--- src/rmmsc_pkg.sv ---
package rmmsc_pkg;

  // ****************************************************************
  // clock and timing
  // ****************************************************************
  localparam int unsigned CLK_HZ        = 125000000;
  localparam int unsigned CYC_PER_MS    = CLK_HZ / 1000;
  localparam int unsigned T_IDLE_SW_MS  = 1;
  localparam int unsigned T_BUSY_SW_MS  = 2;
  localparam int unsigned T_UV_MS       = 500;
  localparam int unsigned T_OV_MS       = 1000;
  localparam int unsigned T_OT_MS       = 2000;
  localparam int unsigned T_LOG_MS      = 500;
  localparam int unsigned T_CHECK_MS    = 1;
  localparam int unsigned IDLE_SW_CYC   = T_IDLE_SW_MS * CYC_PER_MS;
  localparam int unsigned BUSY_SW_CYC   = T_BUSY_SW_MS * CYC_PER_MS;
  localparam int unsigned UV_CYC        = T_UV_MS * CYC_PER_MS;
  localparam int unsigned OV_CYC        = T_OV_MS * CYC_PER_MS;
  localparam int unsigned OT_CYC        = T_OT_MS * CYC_PER_MS;
  localparam int unsigned LOG_CYC       = T_LOG_MS * CYC_PER_MS;
  localparam int unsigned CHECK_CYC     = T_CHECK_MS * CYC_PER_MS;
  localparam int unsigned RELOAD_CYC    = 64;
  localparam int unsigned TX_BUF_BYTES  = 512;
  localparam int unsigned HOST_BURST    = 1000;

  // ****************************************************************
  // register map
  // ****************************************************************
  localparam logic [7:0]  OFF_CTRL      = 8'h00;
  localparam logic [7:0]  OFF_ADDR      = 8'h04;
  localparam logic [7:0]  OFF_STATUS    = 8'h08;
  localparam int unsigned CTRL_LOG_BIT  = 0;
  localparam logic [15:0] ADDR_RESET    = 16'h0000;
  localparam logic [15:0] ADDR_ALL      = 16'hffff;
  localparam logic [31:0] CTRL_RESET    = 32'h0000_0000;

  // ****************************************************************
  // modes, fault codes, uart commands
  // ****************************************************************
  localparam logic [1:0] MODE_NORMAL    = 2'h0;
  localparam logic [1:0] MODE_WAKE      = 2'h1;
  localparam logic [1:0] MODE_SAVE      = 2'h2;
  localparam logic [1:0] MODE_SLEEP     = 2'h3;
  localparam logic [7:0] CODE_NONE      = 8'h00;
  localparam logic [7:0] CODE_UV        = 8'h01;
  localparam logic [7:0] CODE_OV        = 8'h02;
  localparam logic [7:0] CODE_OT        = 8'h03;
  localparam logic [7:0] CODE_OVOT      = 8'h04;
  localparam logic [7:0] LOG_LEAD       = 8'hff;
  localparam logic [7:0] CMD_SET        = 8'hc3;
  localparam logic [7:0] CMD_GET        = 8'hc4;
  localparam logic [7:0] CMD_P1         = 8'h03;
  localparam logic [7:0] CMD_P2         = 8'h01;
  localparam logic [7:0] LOG_ON         = 8'h01;
  localparam logic [7:0] LOG_OFF        = 8'h00;

  typedef enum logic [1:0] {
    RMMSC_INIT,
    RMMSC_RUN,
    RMMSC_RELOAD
  } rmmsc_state_t;

endpackage : rmmsc_pkg

--- src/rmmsc_top.sv ---
// Implementation choices: the address map and register access over APB.
`timescale 1ns/100ps
// Behaviour
// - busy low at power-up, self-check, set mode
// - busy rises after init, pins choose mode
// - busy low while transmit buffer not empty
// - busy high means host may burst 1000 bytes
// - busy high means empty buffer only
// - busy low while radio data awaits uart
// - busy low if any busy condition holds
// - mode pins ignored while busy low
// - deferred change waits 2ms after busy rises
// - reset or sleep exit reload, busy low
// - fault pin blinks per fault, solid for overvoltage plus overheat
// - radio transmit suppressed during any fault
// - fault log frame every 500ms when enabled
// - log frame ff ff ff plus code
// - c3 03 01 xx switches logging on or off
// - c4 03 01 reads logging, default off
// - mode 0: uart and radio transparent
// - mode 1: wake-up code before packets
// - mode 2: uart rx closed, no transmit
// - mode 3: deep sleep, commands still accepted
// - own address ffff transmits as broadcast
// - own address ffff receives as monitor
// - idle mode change takes effect after 1ms
// - pending work finishes before new mode
module rmmsc_top
  import rmmsc_pkg::*;
#(
  parameter int unsigned IDLE_SW  = rmmsc_pkg::IDLE_SW_CYC,
  parameter int unsigned BUSY_SW  = rmmsc_pkg::BUSY_SW_CYC,
  parameter int unsigned UV_HALF  = rmmsc_pkg::UV_CYC,
  parameter int unsigned OV_HALF  = rmmsc_pkg::OV_CYC,
  parameter int unsigned OT_HALF  = rmmsc_pkg::OT_CYC,
  parameter int unsigned LOG_GAP  = rmmsc_pkg::LOG_CYC,
  parameter int unsigned CHECK    = rmmsc_pkg::CHECK_CYC,
  parameter int unsigned RELOAD   = rmmsc_pkg::RELOAD_CYC
) (
  input  wire logic        pclk,
  input  wire logic        presetn,
  input  wire logic        clk_en,
  input  wire logic        psel,
  input  wire logic        penable,
  input  wire logic        pwrite,
  input  wire logic [7:0]  paddr,
  input  wire logic [31:0] pwdata,
  output logic      [31:0] prdata,
  output logic             pready,
  output logic             pslverr,
  input  wire logic        mode_select_high,
  input  wire logic        mode_select_low,
  input  wire logic        undervoltage,
  input  wire logic        overvoltage,
  input  wire logic        overheat,
  input  wire logic        tx_buf_pending,
  input  wire logic        rx_out_pending,
  input  wire logic        uart_rx_valid,
  input  wire logic [7:0]  uart_rx_data,
  output logic             uart_tx_valid,
  output logic      [7:0]  uart_tx_data,
  input  wire logic        uart_tx_ready,
  output logic             busy_indicator,
  output logic             fault_indicator,
  output logic      [1:0]  active_mode,
  output logic             radio_tx_enable,
  output logic             wake_code_enable,
  output logic             uart_rx_enable,
  output logic             deep_sleep,
  output logic             broadcast_tx,
  output logic             monitor_rx
);
  import rmmsc_pkg::*;

  // ****************************************************************
  // pin synchronisers
  // ****************************************************************
  // order: high, low, undervoltage, overvoltage, overheat
  logic [4:0] pin_s1_reg;
  logic [4:0] pin_s2_reg;
  logic [4:0] pin_s3_reg;
  logic [4:0] pin_reg;
  wire  [4:0] pin_raw = {mode_select_high, mode_select_low, undervoltage, overvoltage, overheat};

  always_ff @(posedge pclk or negedge presetn) begin
    if (!presetn) begin
      pin_s1_reg <= 5'h00;
      pin_s2_reg <= 5'h00;
      pin_s3_reg <= 5'h00;
      pin_reg    <= 5'h00;
    end else if (clk_en) begin
      pin_s1_reg <= pin_raw;
      pin_s2_reg <= pin_s1_reg;
      pin_s3_reg <= pin_s2_reg;
      // a bit only moves once two stages agree, so glitches die here
      pin_reg    <= (pin_s2_reg & pin_s3_reg) | (pin_reg & (pin_s2_reg | pin_s3_reg));
    end
  end

  wire [1:0] pin_mode = pin_reg[4:3];
  wire       f_uv     = pin_reg[2];
  wire       f_ov     = pin_reg[1];
  wire       f_ot     = pin_reg[0];
  wire       fault    = f_uv | f_ov | f_ot;

  // ****************************************************************
  // registers
  // ****************************************************************
  logic        log_en_reg;
  logic [15:0] own_addr_reg;
  logic [31:0] prdata_next;
  logic        pslverr_next;

  wire setup     = psel & ~penable;
  wire access    = psel & penable & pready;
  wire hit_ctrl  = (paddr == OFF_CTRL);
  wire hit_addr  = (paddr == OFF_ADDR);
  wire hit_stat  = (paddr == OFF_STATUS);
  wire wr_ctrl   = access & pwrite & hit_ctrl & ~pslverr;
  wire wr_addr   = access & pwrite & hit_addr & ~pslverr;

  rmmsc_state_t state_reg;
  logic [7:0]   code_reg;
  wire  [31:0]  status_word = {16'h0000, code_reg, 2'h0, active_mode,
                               (state_reg == RMMSC_RUN), fault, log_en_reg, busy_indicator};

  always_comb begin
    prdata_next  = 32'h0000_0000;
    pslverr_next = 1'b0;
    if (hit_ctrl) begin
      prdata_next = {31'h0000_0000, log_en_reg};
    end else if (hit_addr) begin
      prdata_next = {16'h0000, own_addr_reg};
    end else if (hit_stat) begin
      prdata_next  = status_word;
      pslverr_next = pwrite;
    end else begin
      pslverr_next = 1'b1;
    end
  end

  always_ff @(posedge pclk or negedge presetn) begin
    if (!presetn) begin
      pready  <= 1'b0;
      pslverr <= 1'b0;
      prdata  <= 32'h0000_0000;
    end else if (clk_en) begin
      pready  <= setup;
      pslverr <= setup & pslverr_next;
      prdata  <= (setup & ~pwrite) ? prdata_next : 32'h0000_0000;
    end
  end

  always_ff @(posedge pclk or negedge presetn) begin
    if (!presetn) begin
      own_addr_reg <= ADDR_RESET;
    end else if (clk_en && wr_addr) begin
      own_addr_reg <= pwdata[15:0];
    end
  end

  // ****************************************************************
  // uart command parser
  // ****************************************************************
  logic [23:0] hist_reg;
  wire rx_take  = uart_rx_valid & uart_rx_enable;
  wire cmd_set  = rx_take & (hist_reg == {CMD_SET, CMD_P1, CMD_P2})
                  & ((uart_rx_data == LOG_ON) | (uart_rx_data == LOG_OFF));
  wire cmd_get  = rx_take & (hist_reg[15:0] == {CMD_GET, CMD_P1}) & (uart_rx_data == CMD_P2);

  always_ff @(posedge pclk or negedge presetn) begin
    if (!presetn) begin
      hist_reg <= 24'h00_0000;
    end else if (clk_en && rx_take) begin
      // cleared after a match so a trailing byte cannot re-trigger
      hist_reg <= (cmd_set | cmd_get) ? 24'h00_0000 : {hist_reg[15:0], uart_rx_data};
    end
  end

  always_ff @(posedge pclk or negedge presetn) begin
    if (!presetn) begin
      log_en_reg <= CTRL_RESET[CTRL_LOG_BIT];
    end else if (clk_en) begin
      if (wr_ctrl) begin
        log_en_reg <= pwdata[CTRL_LOG_BIT];
      end else if (cmd_set) begin
        log_en_reg <= uart_rx_data[0];
      end
    end
  end

  // ****************************************************************
  // mode control
  // ****************************************************************
  logic [31:0] cnt_reg;
  logic        defer_reg;
  wire  pending   = tx_buf_pending | rx_out_pending;
  wire  change    = (pin_mode != active_mode);
  wire  sw_due    = cnt_reg >= (defer_reg ? BUSY_SW : IDLE_SW);
  wire  apply     = (state_reg == RMMSC_RUN) & change & ~pending & busy_indicator & sw_due;

  always_ff @(posedge pclk or negedge presetn) begin
    if (!presetn) begin
      state_reg   <= RMMSC_INIT;
      cnt_reg     <= 32'h0000_0000;
      defer_reg   <= 1'b0;
      active_mode <= MODE_NORMAL;
    end else if (clk_en) begin
      case (state_reg)
        RMMSC_INIT, RMMSC_RELOAD: begin
          cnt_reg <= cnt_reg + 32'h0000_0001;
          if (cnt_reg >= ((state_reg == RMMSC_INIT) ? CHECK : RELOAD) - 1) begin
            state_reg   <= RMMSC_RUN;
            active_mode <= pin_mode;
            cnt_reg     <= 32'h0000_0000;
            defer_reg   <= 1'b0;
          end
        end
        RMMSC_RUN: begin
          if (!change) begin
            cnt_reg   <= 32'h0000_0000;
            defer_reg <= 1'b0;
          end else if (pending || !busy_indicator) begin
            // pins are not looked at while busy; timing restarts on release
            cnt_reg   <= 32'h0000_0000;
            defer_reg <= 1'b1;
          end else if (apply) begin
            active_mode <= pin_mode;
            cnt_reg     <= 32'h0000_0000;
            defer_reg   <= 1'b0;
            if (active_mode == MODE_SLEEP) begin
              state_reg <= RMMSC_RELOAD;
            end
          end else begin
            cnt_reg <= cnt_reg + 32'h0000_0001;
          end
        end
        default: begin
          state_reg <= RMMSC_INIT;
          cnt_reg   <= 32'h0000_0000;
        end
      endcase
    end
  end

  // ****************************************************************
  // busy indicator and mode outputs
  // ****************************************************************
  always_ff @(posedge pclk or negedge presetn) begin
    if (!presetn) begin
      busy_indicator   <= 1'b0;
      radio_tx_enable  <= 1'b0;
      wake_code_enable <= 1'b0;
      uart_rx_enable   <= 1'b0;
      deep_sleep       <= 1'b0;
      broadcast_tx     <= 1'b0;
      monitor_rx       <= 1'b0;
    end else if (clk_en) begin
      // high only with an empty buffer; the last packet may still be on air
      busy_indicator   <= (state_reg == RMMSC_RUN) & ~pending & ~apply;
      radio_tx_enable  <= (state_reg == RMMSC_RUN) & ~active_mode[1] & ~fault;
      wake_code_enable <= (active_mode == MODE_WAKE);
      uart_rx_enable   <= (active_mode != MODE_SAVE);
      deep_sleep       <= (state_reg == RMMSC_RUN) & (active_mode == MODE_SLEEP);
      broadcast_tx     <= (own_addr_reg == ADDR_ALL);
      monitor_rx       <= (own_addr_reg == ADDR_ALL);
    end
  end

  // ****************************************************************
  // fault indicator
  // ****************************************************************
  logic [31:0] blink_reg;
  logic [7:0]  code_next;
  logic [31:0] half_next;

  always_comb begin
    code_next = CODE_NONE;
    half_next = UV_HALF;
    if (f_ov && f_ot) begin
      code_next = CODE_OVOT;
    end else if (f_ov) begin
      code_next = CODE_OV;
      half_next = OV_HALF;
    end else if (f_ot) begin
      code_next = CODE_OT;
      half_next = OT_HALF;
    end else if (f_uv) begin
      code_next = CODE_UV;
    end
  end

  always_ff @(posedge pclk or negedge presetn) begin
    if (!presetn) begin
      code_reg        <= CODE_NONE;
      blink_reg       <= 32'h0000_0000;
      fault_indicator <= 1'b0;
    end else if (clk_en) begin
      code_reg <= code_next;
      if (code_next != code_reg) begin
        blink_reg       <= 32'h0000_0000;
        fault_indicator <= (code_next != CODE_NONE);
      end else if (code_reg == CODE_OVOT) begin
        fault_indicator <= 1'b1;
      end else if (code_reg == CODE_NONE) begin
        fault_indicator <= 1'b0;
      end else if (blink_reg >= half_next - 1) begin
        blink_reg       <= 32'h0000_0000;
        fault_indicator <= ~fault_indicator;
      end else begin
        blink_reg <= blink_reg + 32'h0000_0001;
      end
    end
  end

  // ****************************************************************
  // uart frame sender: status reply and fault log
  // ****************************************************************
  // a reply waiting behind a log frame is held, not dropped
  logic [31:0] frame_reg;
  logic [2:0]  left_reg;
  logic        get_wait_reg;
  logic [31:0] log_cnt_reg;
  logic        log_due_reg;
  wire         log_tick = log_cnt_reg >= LOG_GAP - 1;
  wire         tx_done  = uart_tx_valid & uart_tx_ready;
  wire         idle_tx  = (left_reg == 3'h0) & ~uart_tx_valid;

  always_ff @(posedge pclk or negedge presetn) begin
    if (!presetn) begin
      log_cnt_reg <= 32'h0000_0000;
      log_due_reg <= 1'b0;
    end else if (clk_en) begin
      if (!(fault && log_en_reg)) begin
        log_cnt_reg <= 32'h0000_0000;
        log_due_reg <= fault & log_en_reg;
      end else if (log_tick) begin
        log_cnt_reg <= 32'h0000_0000;
        log_due_reg <= 1'b1;
      end else begin
        log_cnt_reg <= log_cnt_reg + 32'h0000_0001;
        if (idle_tx && !get_wait_reg) begin
          log_due_reg <= 1'b0;
        end
      end
    end
  end

  always_ff @(posedge pclk or negedge presetn) begin
    if (!presetn) begin
      frame_reg     <= 32'h0000_0000;
      left_reg      <= 3'h0;
      get_wait_reg  <= 1'b0;
      uart_tx_valid <= 1'b0;
      uart_tx_data  <= 8'h00;
    end else if (clk_en) begin
      if (cmd_get) begin
        get_wait_reg <= 1'b1;
      end
      if (idle_tx && (get_wait_reg || cmd_get)) begin
        frame_reg    <= {CMD_GET, CMD_P1, CMD_P2, 7'h00, log_en_reg};
        left_reg     <= 3'h4;
        // a request arriving while an older one is served stays pending
        get_wait_reg <= get_wait_reg & cmd_get;
      end else if (idle_tx && log_due_reg && fault && log_en_reg) begin
        frame_reg <= {LOG_LEAD, LOG_LEAD, LOG_LEAD, code_reg};
        left_reg  <= 3'h4;
      end else if ((left_reg != 3'h0) && (!uart_tx_valid || tx_done)) begin
        uart_tx_valid <= 1'b1;
        uart_tx_data  <= frame_reg[31:24];
        frame_reg     <= {frame_reg[23:0], 8'h00};
        left_reg      <= left_reg - 3'h1;
      end else if (tx_done) begin
        uart_tx_valid <= 1'b0;
      end
    end
  end

endmodule : rmmsc_top

--- config.mk ---
export PLATFORM = sky130hd
export DESIGN_NAME = rmmsc_top
export DESIGN_NICKNAME = d
export VERILOG_FILES = /design/src/rmmsc_pkg.sv /design/src/rmmsc_top.sv
export SDC_FILE = /design/constraint.sdc
export NUM_CORES = 1
export LEC_CHECK = 0
export BUFFER_PORTS_ARGS = -buffer_cell sky130_fd_sc_hd__buf_2
export CAP_MARGIN = 20
export CORE_ASPECT_RATIO = 0.8
export CORE_UTILIZATION = 55
export CTS_BUF_LIST = sky130_fd_sc_hd__clkbuf_8
export CTS_CLUSTER_DIAMETER = 40
export DETAILED_ROUTE_END_ITERATION = 8
export PLACE_DENSITY = 0.75
export SKIP_CTS_REPAIR_TIMING = 1
export SYNTH_ARGS = -nofsm -noshare
export SYNTH_HDL_FRONTEND = slang
export SYNTH_SLANG_ARGS = --single-unit
--- constraint.sdc ---
create_clock -name pclk -period 4.6 [get_ports pclk]
set_input_delay 0.92 -clock pclk [delete_from_list [all_inputs] [get_ports pclk]]
set_output_delay 0.92 -clock pclk [all_outputs]
set_load 0.05 [all_outputs]
# [Word level (Yosys, flattened, before mapping)]
# Index checks and enable logic that the tools add are counted.
[op_classes] add_sub_neg=6 order_cmp=4 n_eq_ne=23 mux=63 bitwise_logic=48 n_reduce_logical=41
[ops] op="32-bit 2-to-1 mux" n=16
[ops] op="32-bit by 1-bit adder with 32-bit output, second input constant" n=3
[ops] op="28-bit 2-to-1 mux" n=3
[ops] op="32-bit greater-or-equal comparator" n=2
[ops] op="32-bit one-hot mux with 2 select lines" n=1
[ops] op="16-bit equality test, second input constant" n=2
[ops] op="32-bit by 18-bit greater-or-equal comparator with 1-bit output" n=1
[ops] op="32-bit by 26-bit greater-or-equal comparator with 1-bit output, second input constant" n=1
[ops] op="32-bit by 1-bit subtractor with 32-bit output, second input constant" n=1
[ops] op="1-bit bitwise AND" n=28
[ops] op="24-bit equality test, second input constant" n=1
[ops] op="8-bit logical NOT" n=3
[ops] op="24-bit 2-to-1 mux" n=1
[ops] op="2-bit 2-to-1 mux" n=11
[ops] op="1-bit 2-to-1 mux" n=21
[ops] op="18-bit 2-to-1 mux" n=1
[ops] op="17-bit by 1-bit subtractor with 18-bit output, second input constant" n=1
[ops] op="17-bit 2-to-1 mux" n=1
[ops] op="8-bit by 3-bit equality test with 1-bit output, second input constant" n=2
[ops] op="16-bit 2-to-1 mux" n=1
[ops] op="3-bit 2-to-1 mux" n=4
[ops] op="4-bit AND reduction" n=3
[ops] op="6-bit AND reduction" n=2
[ops] op="1-bit NOT" n=11
[ops] op="other kinds (28)" n=64
[totals] regBits=257 input_bits=63 output_inout_bits=53 wordCells=215

# [Logic depth before layout (Yosys ltp)]
[logic_depth] depth_word=9 ltp_mapped=11 depth_no_buf=10

# [Worst setup path after synthesis]
# OpenSTA, ideal clock, no wires.
[synth_timing] path_type="input to register" startpoint="input port paddr[5]" endpoint="register own_addr_reg[10]" setup_time_ns=0.125 t_arrival_ns=2.775 required_ns=4.475 setup_slack_ns=1.700 stages=7 path_buffers=2 cell_sequence="nor4_1 -> nand2_1 -> nor3b_2 -> and3_1 -> buf_2 -> buf_2 -> mux2_2"
[synth_between] elab_chain_cells=4
[synth_lines] item="from (decl)" line="rmmsc_top.sv:46" text="input wire logic [7:0] paddr,"
[synth_lines] item="8-bit by 3-bit equality test with 1-bit output" line="rmmsc_top.sv:117" text="wire hit_addr = (paddr == OFF_ADDR);"
[synth_lines] item="1-bit bitwise AND (2 in series)" line="rmmsc_top.sv:120" text="wire wr_addr = access & pwrite & hit_addr & ~pslverr;"
[synth_lines] item="1-bit logical AND" line="rmmsc_top.sv:157" text="end else if (clk_en && wr_addr) begin"
[synth_lines] item="to (signal assigned)" line="rmmsc_top.sv:158" text="own_addr_reg <= pwdata[15:0];"
[synth_lines] item="to (decl)" line="rmmsc_top.sv:110" text="logic [15:0] own_addr_reg;"
# Every way passes these cells.
# A chain may end at the register's enable or synchronous reset.

# [Final worst setup path]
[layout_timing] startpoint="register pin_reg[0]" endpoint="register blink_reg[26]"
[layout_between] word_cells_on_any_way=17 classes_between="add/sub: 1; order compare: 1; eq/ne: 3; mux: 10; reduce/logical: 2"
[layout_lines] item="from (decl)" line="rmmsc_top.sv:82" text="logic [4:0] pin_reg;"
[layout_lines] item="from (signal assigned)" line="rmmsc_top.sv:96" text="pin_reg <= (pin_s2_reg & pin_s3_reg) | (pin_reg & (pin_s2_reg | pin_s3_reg));"
[layout_lines] item="2-bit 2-to-1 mux" line="rmmsc_top.sv:285" text="end else if (f_ot) begin"
[layout_lines] item="2-bit 2-to-1 mux" line="rmmsc_top.sv:282" text="end else if (f_ov) begin"
[layout_lines] item="3-bit 2-to-1 mux (*)" line="rmmsc_top.sv:280" text="if (f_ov && f_ot) begin"
[layout_lines] item="named net code_next[1]" line="rmmsc_top.sv:274" text="logic [7:0] code_next;"
[layout_lines] item="8-bit inequality test (*)" line="rmmsc_top.sv:300" text="if (code_next != code_reg) begin"
[layout_lines] item="2-bit inequality test (no source line)"
[layout_lines] item="3-bit AND reduction (no source line)"
[layout_lines] item="to (signal assigned)" line="rmmsc_top.sv:311" text="blink_reg <= blink_reg + 32'h0000_0001;"
[layout_lines] item="to (decl)" line="rmmsc_top.sv:273" text="logic [31:0] blink_reg;"
# Mark *: on every way through the listed nets, which the timed path passes. The rest lies on a longest branch. The select of a mux whose other input is x is not followed.

==> impl_metrics.ini <==
[timing]
finalSetupViolations = 0
rsz0062_at_grt = no
hold-worst-slack_ns = 0.418
finalClockSkew_ns = 0.0215
hold_viol_final = 0
layout_setup_ws_ns = 0.722
slew_violations = 0
tns_ns = 0
timing.final.crit_share_pct = 84.3
tightestPinTransition_ns = 1.00
min_period_ns = 3.88
max_freq_mhz = 258
relSlewSlack_pct = 32.9

[setup_path]
r2r_start = pin_reg[0]
critPathBufInv = 3
critPathLaunchType = flip-flop
cpLargestDelayFamily = simple AND/OR/NAND/NOR gates
crit_slowest_cell = a31oi_1
r2r_cells = 11
max_stage_delay_ns = 0.67
crit_chain = inv_1 > ha_1 > inv_1 > ha_1 > nand2_1 > nor4_1 > o21ai_0 > or3_1 > a31oi_1 > buf_4 > nor2_1
critical_path.endpoint_type = flip-flop
worstSetupPathType = reg -> reg
arrival_ns = 4.29
cp_max_fo = 14
crit_required_ns = 5.01
r2r_end = blink_reg[26]
rrSetupSlack_ns = 0.72

[die]
die_h_um = 130
dieArea_um2 = 21100
initial_core_util_pct = 56.6
core-area_um2 = 20000
num_rows = 46
pin_count = 116
die_w_um = 162

[grt]
grt_overflow = 0
grt_pass1_wl_um = 41600
antenna_found_initial = 1
grt_max_degree = 110
grt_pass1_vias = 8462
grt_usage_pct = 24.3

[final_layout]
register_area_um2 = 5430
drive_above_1_share_pct = 18.3
multiInputGateArea_um2 = 5430
fin_util_pct = 63.3
n_antenna_cell = 0
nNetsFinal = 1320
area_growth_pct = 11.7
fillCellCount = 1615

[cts]
cts.clk_slew.worst_paths_ns = 0.06
cts_buffers = 36
cts.sinks = 217
htree_levels = 2
cts_tree = done
cts_buffer_depth = 3
root_buffer = clkbuf_8
insertion_delay_ns = 0.53

[route]
via_per_inst = 5.86
wire_per_inst_um = 16.6
drc = 0
vias = 8771
drtAntennaViolNets = 0
drt_iter0_drc = 556
wirelength_um = 24900
dr.pass1.iters = 5

[placement]
routabilityCongestion = 0.867
hpwl_um = 17400
dp_worst_setup_slack_ns = 0.745
io_buffer_count = 83

[synthesis]
synth_area_leader_cell = dfrtp_1
synth.top_cell.area_share_pct = 48.0
synth_common_cells = 217 x dfrtp_1, 96 x nor2_1, 81 x nand2_1
synthAdderAreaFrac_pct = 5.42
synth_top_family_by_area = simple AND/OR/NAND/NOR gates
synth_cell_types = 68
yosys_most_used_dff = dfrtp_1
ys_seq_area_share_pct = 48.0
synth.avg_cell_area_um2 = 10.1
ys_seq_elements = 217
synthXorXnorAreaFrac_pct = 4.03
async_flop_share_pct = 100
synth_cells = 1120
synth_area_um2 = 11300
synth-simple-area-share_pct = 18.7
synth_compound_gate_area_share_pct = 13.2
synth_edf_count = 0
yosysWarnings = 0
post-synth-top-count-cell = dfrtp_1
netlist_top_cells_area = dfrtp_1 48%, ha_1 5.4%, mux2_2 5.4%
synth.area.mux_share_pct = 6.09

[run_status]
status = complete, no violations

[power]
peakVddDrop_v = 0.000193
p_leak_nw = 5.92
finalPower_mw = 4.68
power_density_nw_per_um2 = 371

[min_path]
hold_path.class = in -> async

[flow_run]
maxCapViolCount = 0
## worst max-delay path by stage
| stage | endpoint | depth (start not counted) | start |
|---|---|---|---|
| after floorplan | own_addr_reg[10] | 7 | paddr[5] |
| after global placement | blink_reg[30] | 11 | pin_reg[0] |
| after detailed placement | blink_reg[28] | 11 | pin_reg[0] |
| after CTS | blink_reg[26] | 11 | pin_reg[0] |
| after global routing | blink_reg[30] | 11 | pin_reg[0] |
| final | blink_reg[26] | 11 | pin_reg[0] |
## worst reg2reg max path, delay by kind of cell (launching register included)
| kind | cells | cell delay, ns |
|---|---|---|
| buffers and inverters | 3 | 0.68 |
| adders and majority gates | 2 | 0.90 |
| AOI/OAI and AO/OA | 2 | 0.79 |
| and+or+nand+nor | 4 | 0.92 |
| DFF | 1 | 0.49 |
## logic make-up after synthesis
| kind of cell | count (synthesis) |
|---|---|
| AOI/OAI and AO/OA | 218 |
| xor gates and xnor gates | 52 |
| adders and majority gates | 49 |
| buffers and inverters | 113 |
| DFF | 217 |
| muxes | 62 |
| other | 1 |
| and+or+nand+nor | 408 |
## per-layer routing
metal / routed length, µm / vias to the layer above / track usage [%]
met2: 11400 / 191 / 37.5
met4: 459 / 2 / 7.77
met5: 13 / - / 0
met1: 11800 / 4314 / 34.7
li1: - / 4223 / -
met3: 1180 / 41 / 4.64
## power by group
part           leakage (nW)  internal [mW]  switching [mW]
sequential             2.92           2.02           0.132
combinational          2.59          0.299           0.563
clock                 0.409          0.902           0.764
## through the flow
stage	cells	instance area, µm²
finish	1496	12600
global placement	1434	11900
CTS	1496	12600
global route	1496	12600
detailed placement	1434	11900
floorplan	1136	11400
## area by class of cell
class                   instances  share of cell area, %
clock buffers                  46                   5.01
clock inverters                16                  0.624
inverters                      46                   1.37
multi-input cells             806                   43.0
flip-flops and latches        217                   43.0
well taps                     264                   2.61
repair buffers                101                   4.44
## layout by cell type, fill, tap and decap left out, types with 6 or more instances in the layout
cell type / count
mux2_2: 54
buf_2: 82
buf_4: 18
and3_1: 18
or2_2: 6
ha_1: 49
o31ai_1: 7
o21ai_0: 67
and2_1: 14
xor2_1: 25
conb_1: 17
a22oi_1: 8
a21o_1: 10
mux2i_1: 8
nand2b_1: 8
nand3_1: 41
nor4_1: 15
inv_1: 56
nor2_1: 96
nand2_1: 81
or4_1: 7
a31oi_1: 10
nor2b_1: 16
o221ai_1: 12
o2bb2ai_1: 11
dfrtp_1: 217
a21oi_1: 25
nand4_1: 44
or3_1: 7
and4_1: 8
nor3_1: 27
xnor2_1: 27
clkbuf_8: 46
a22o_1: 18
Power figures use the tool's default switching activity.
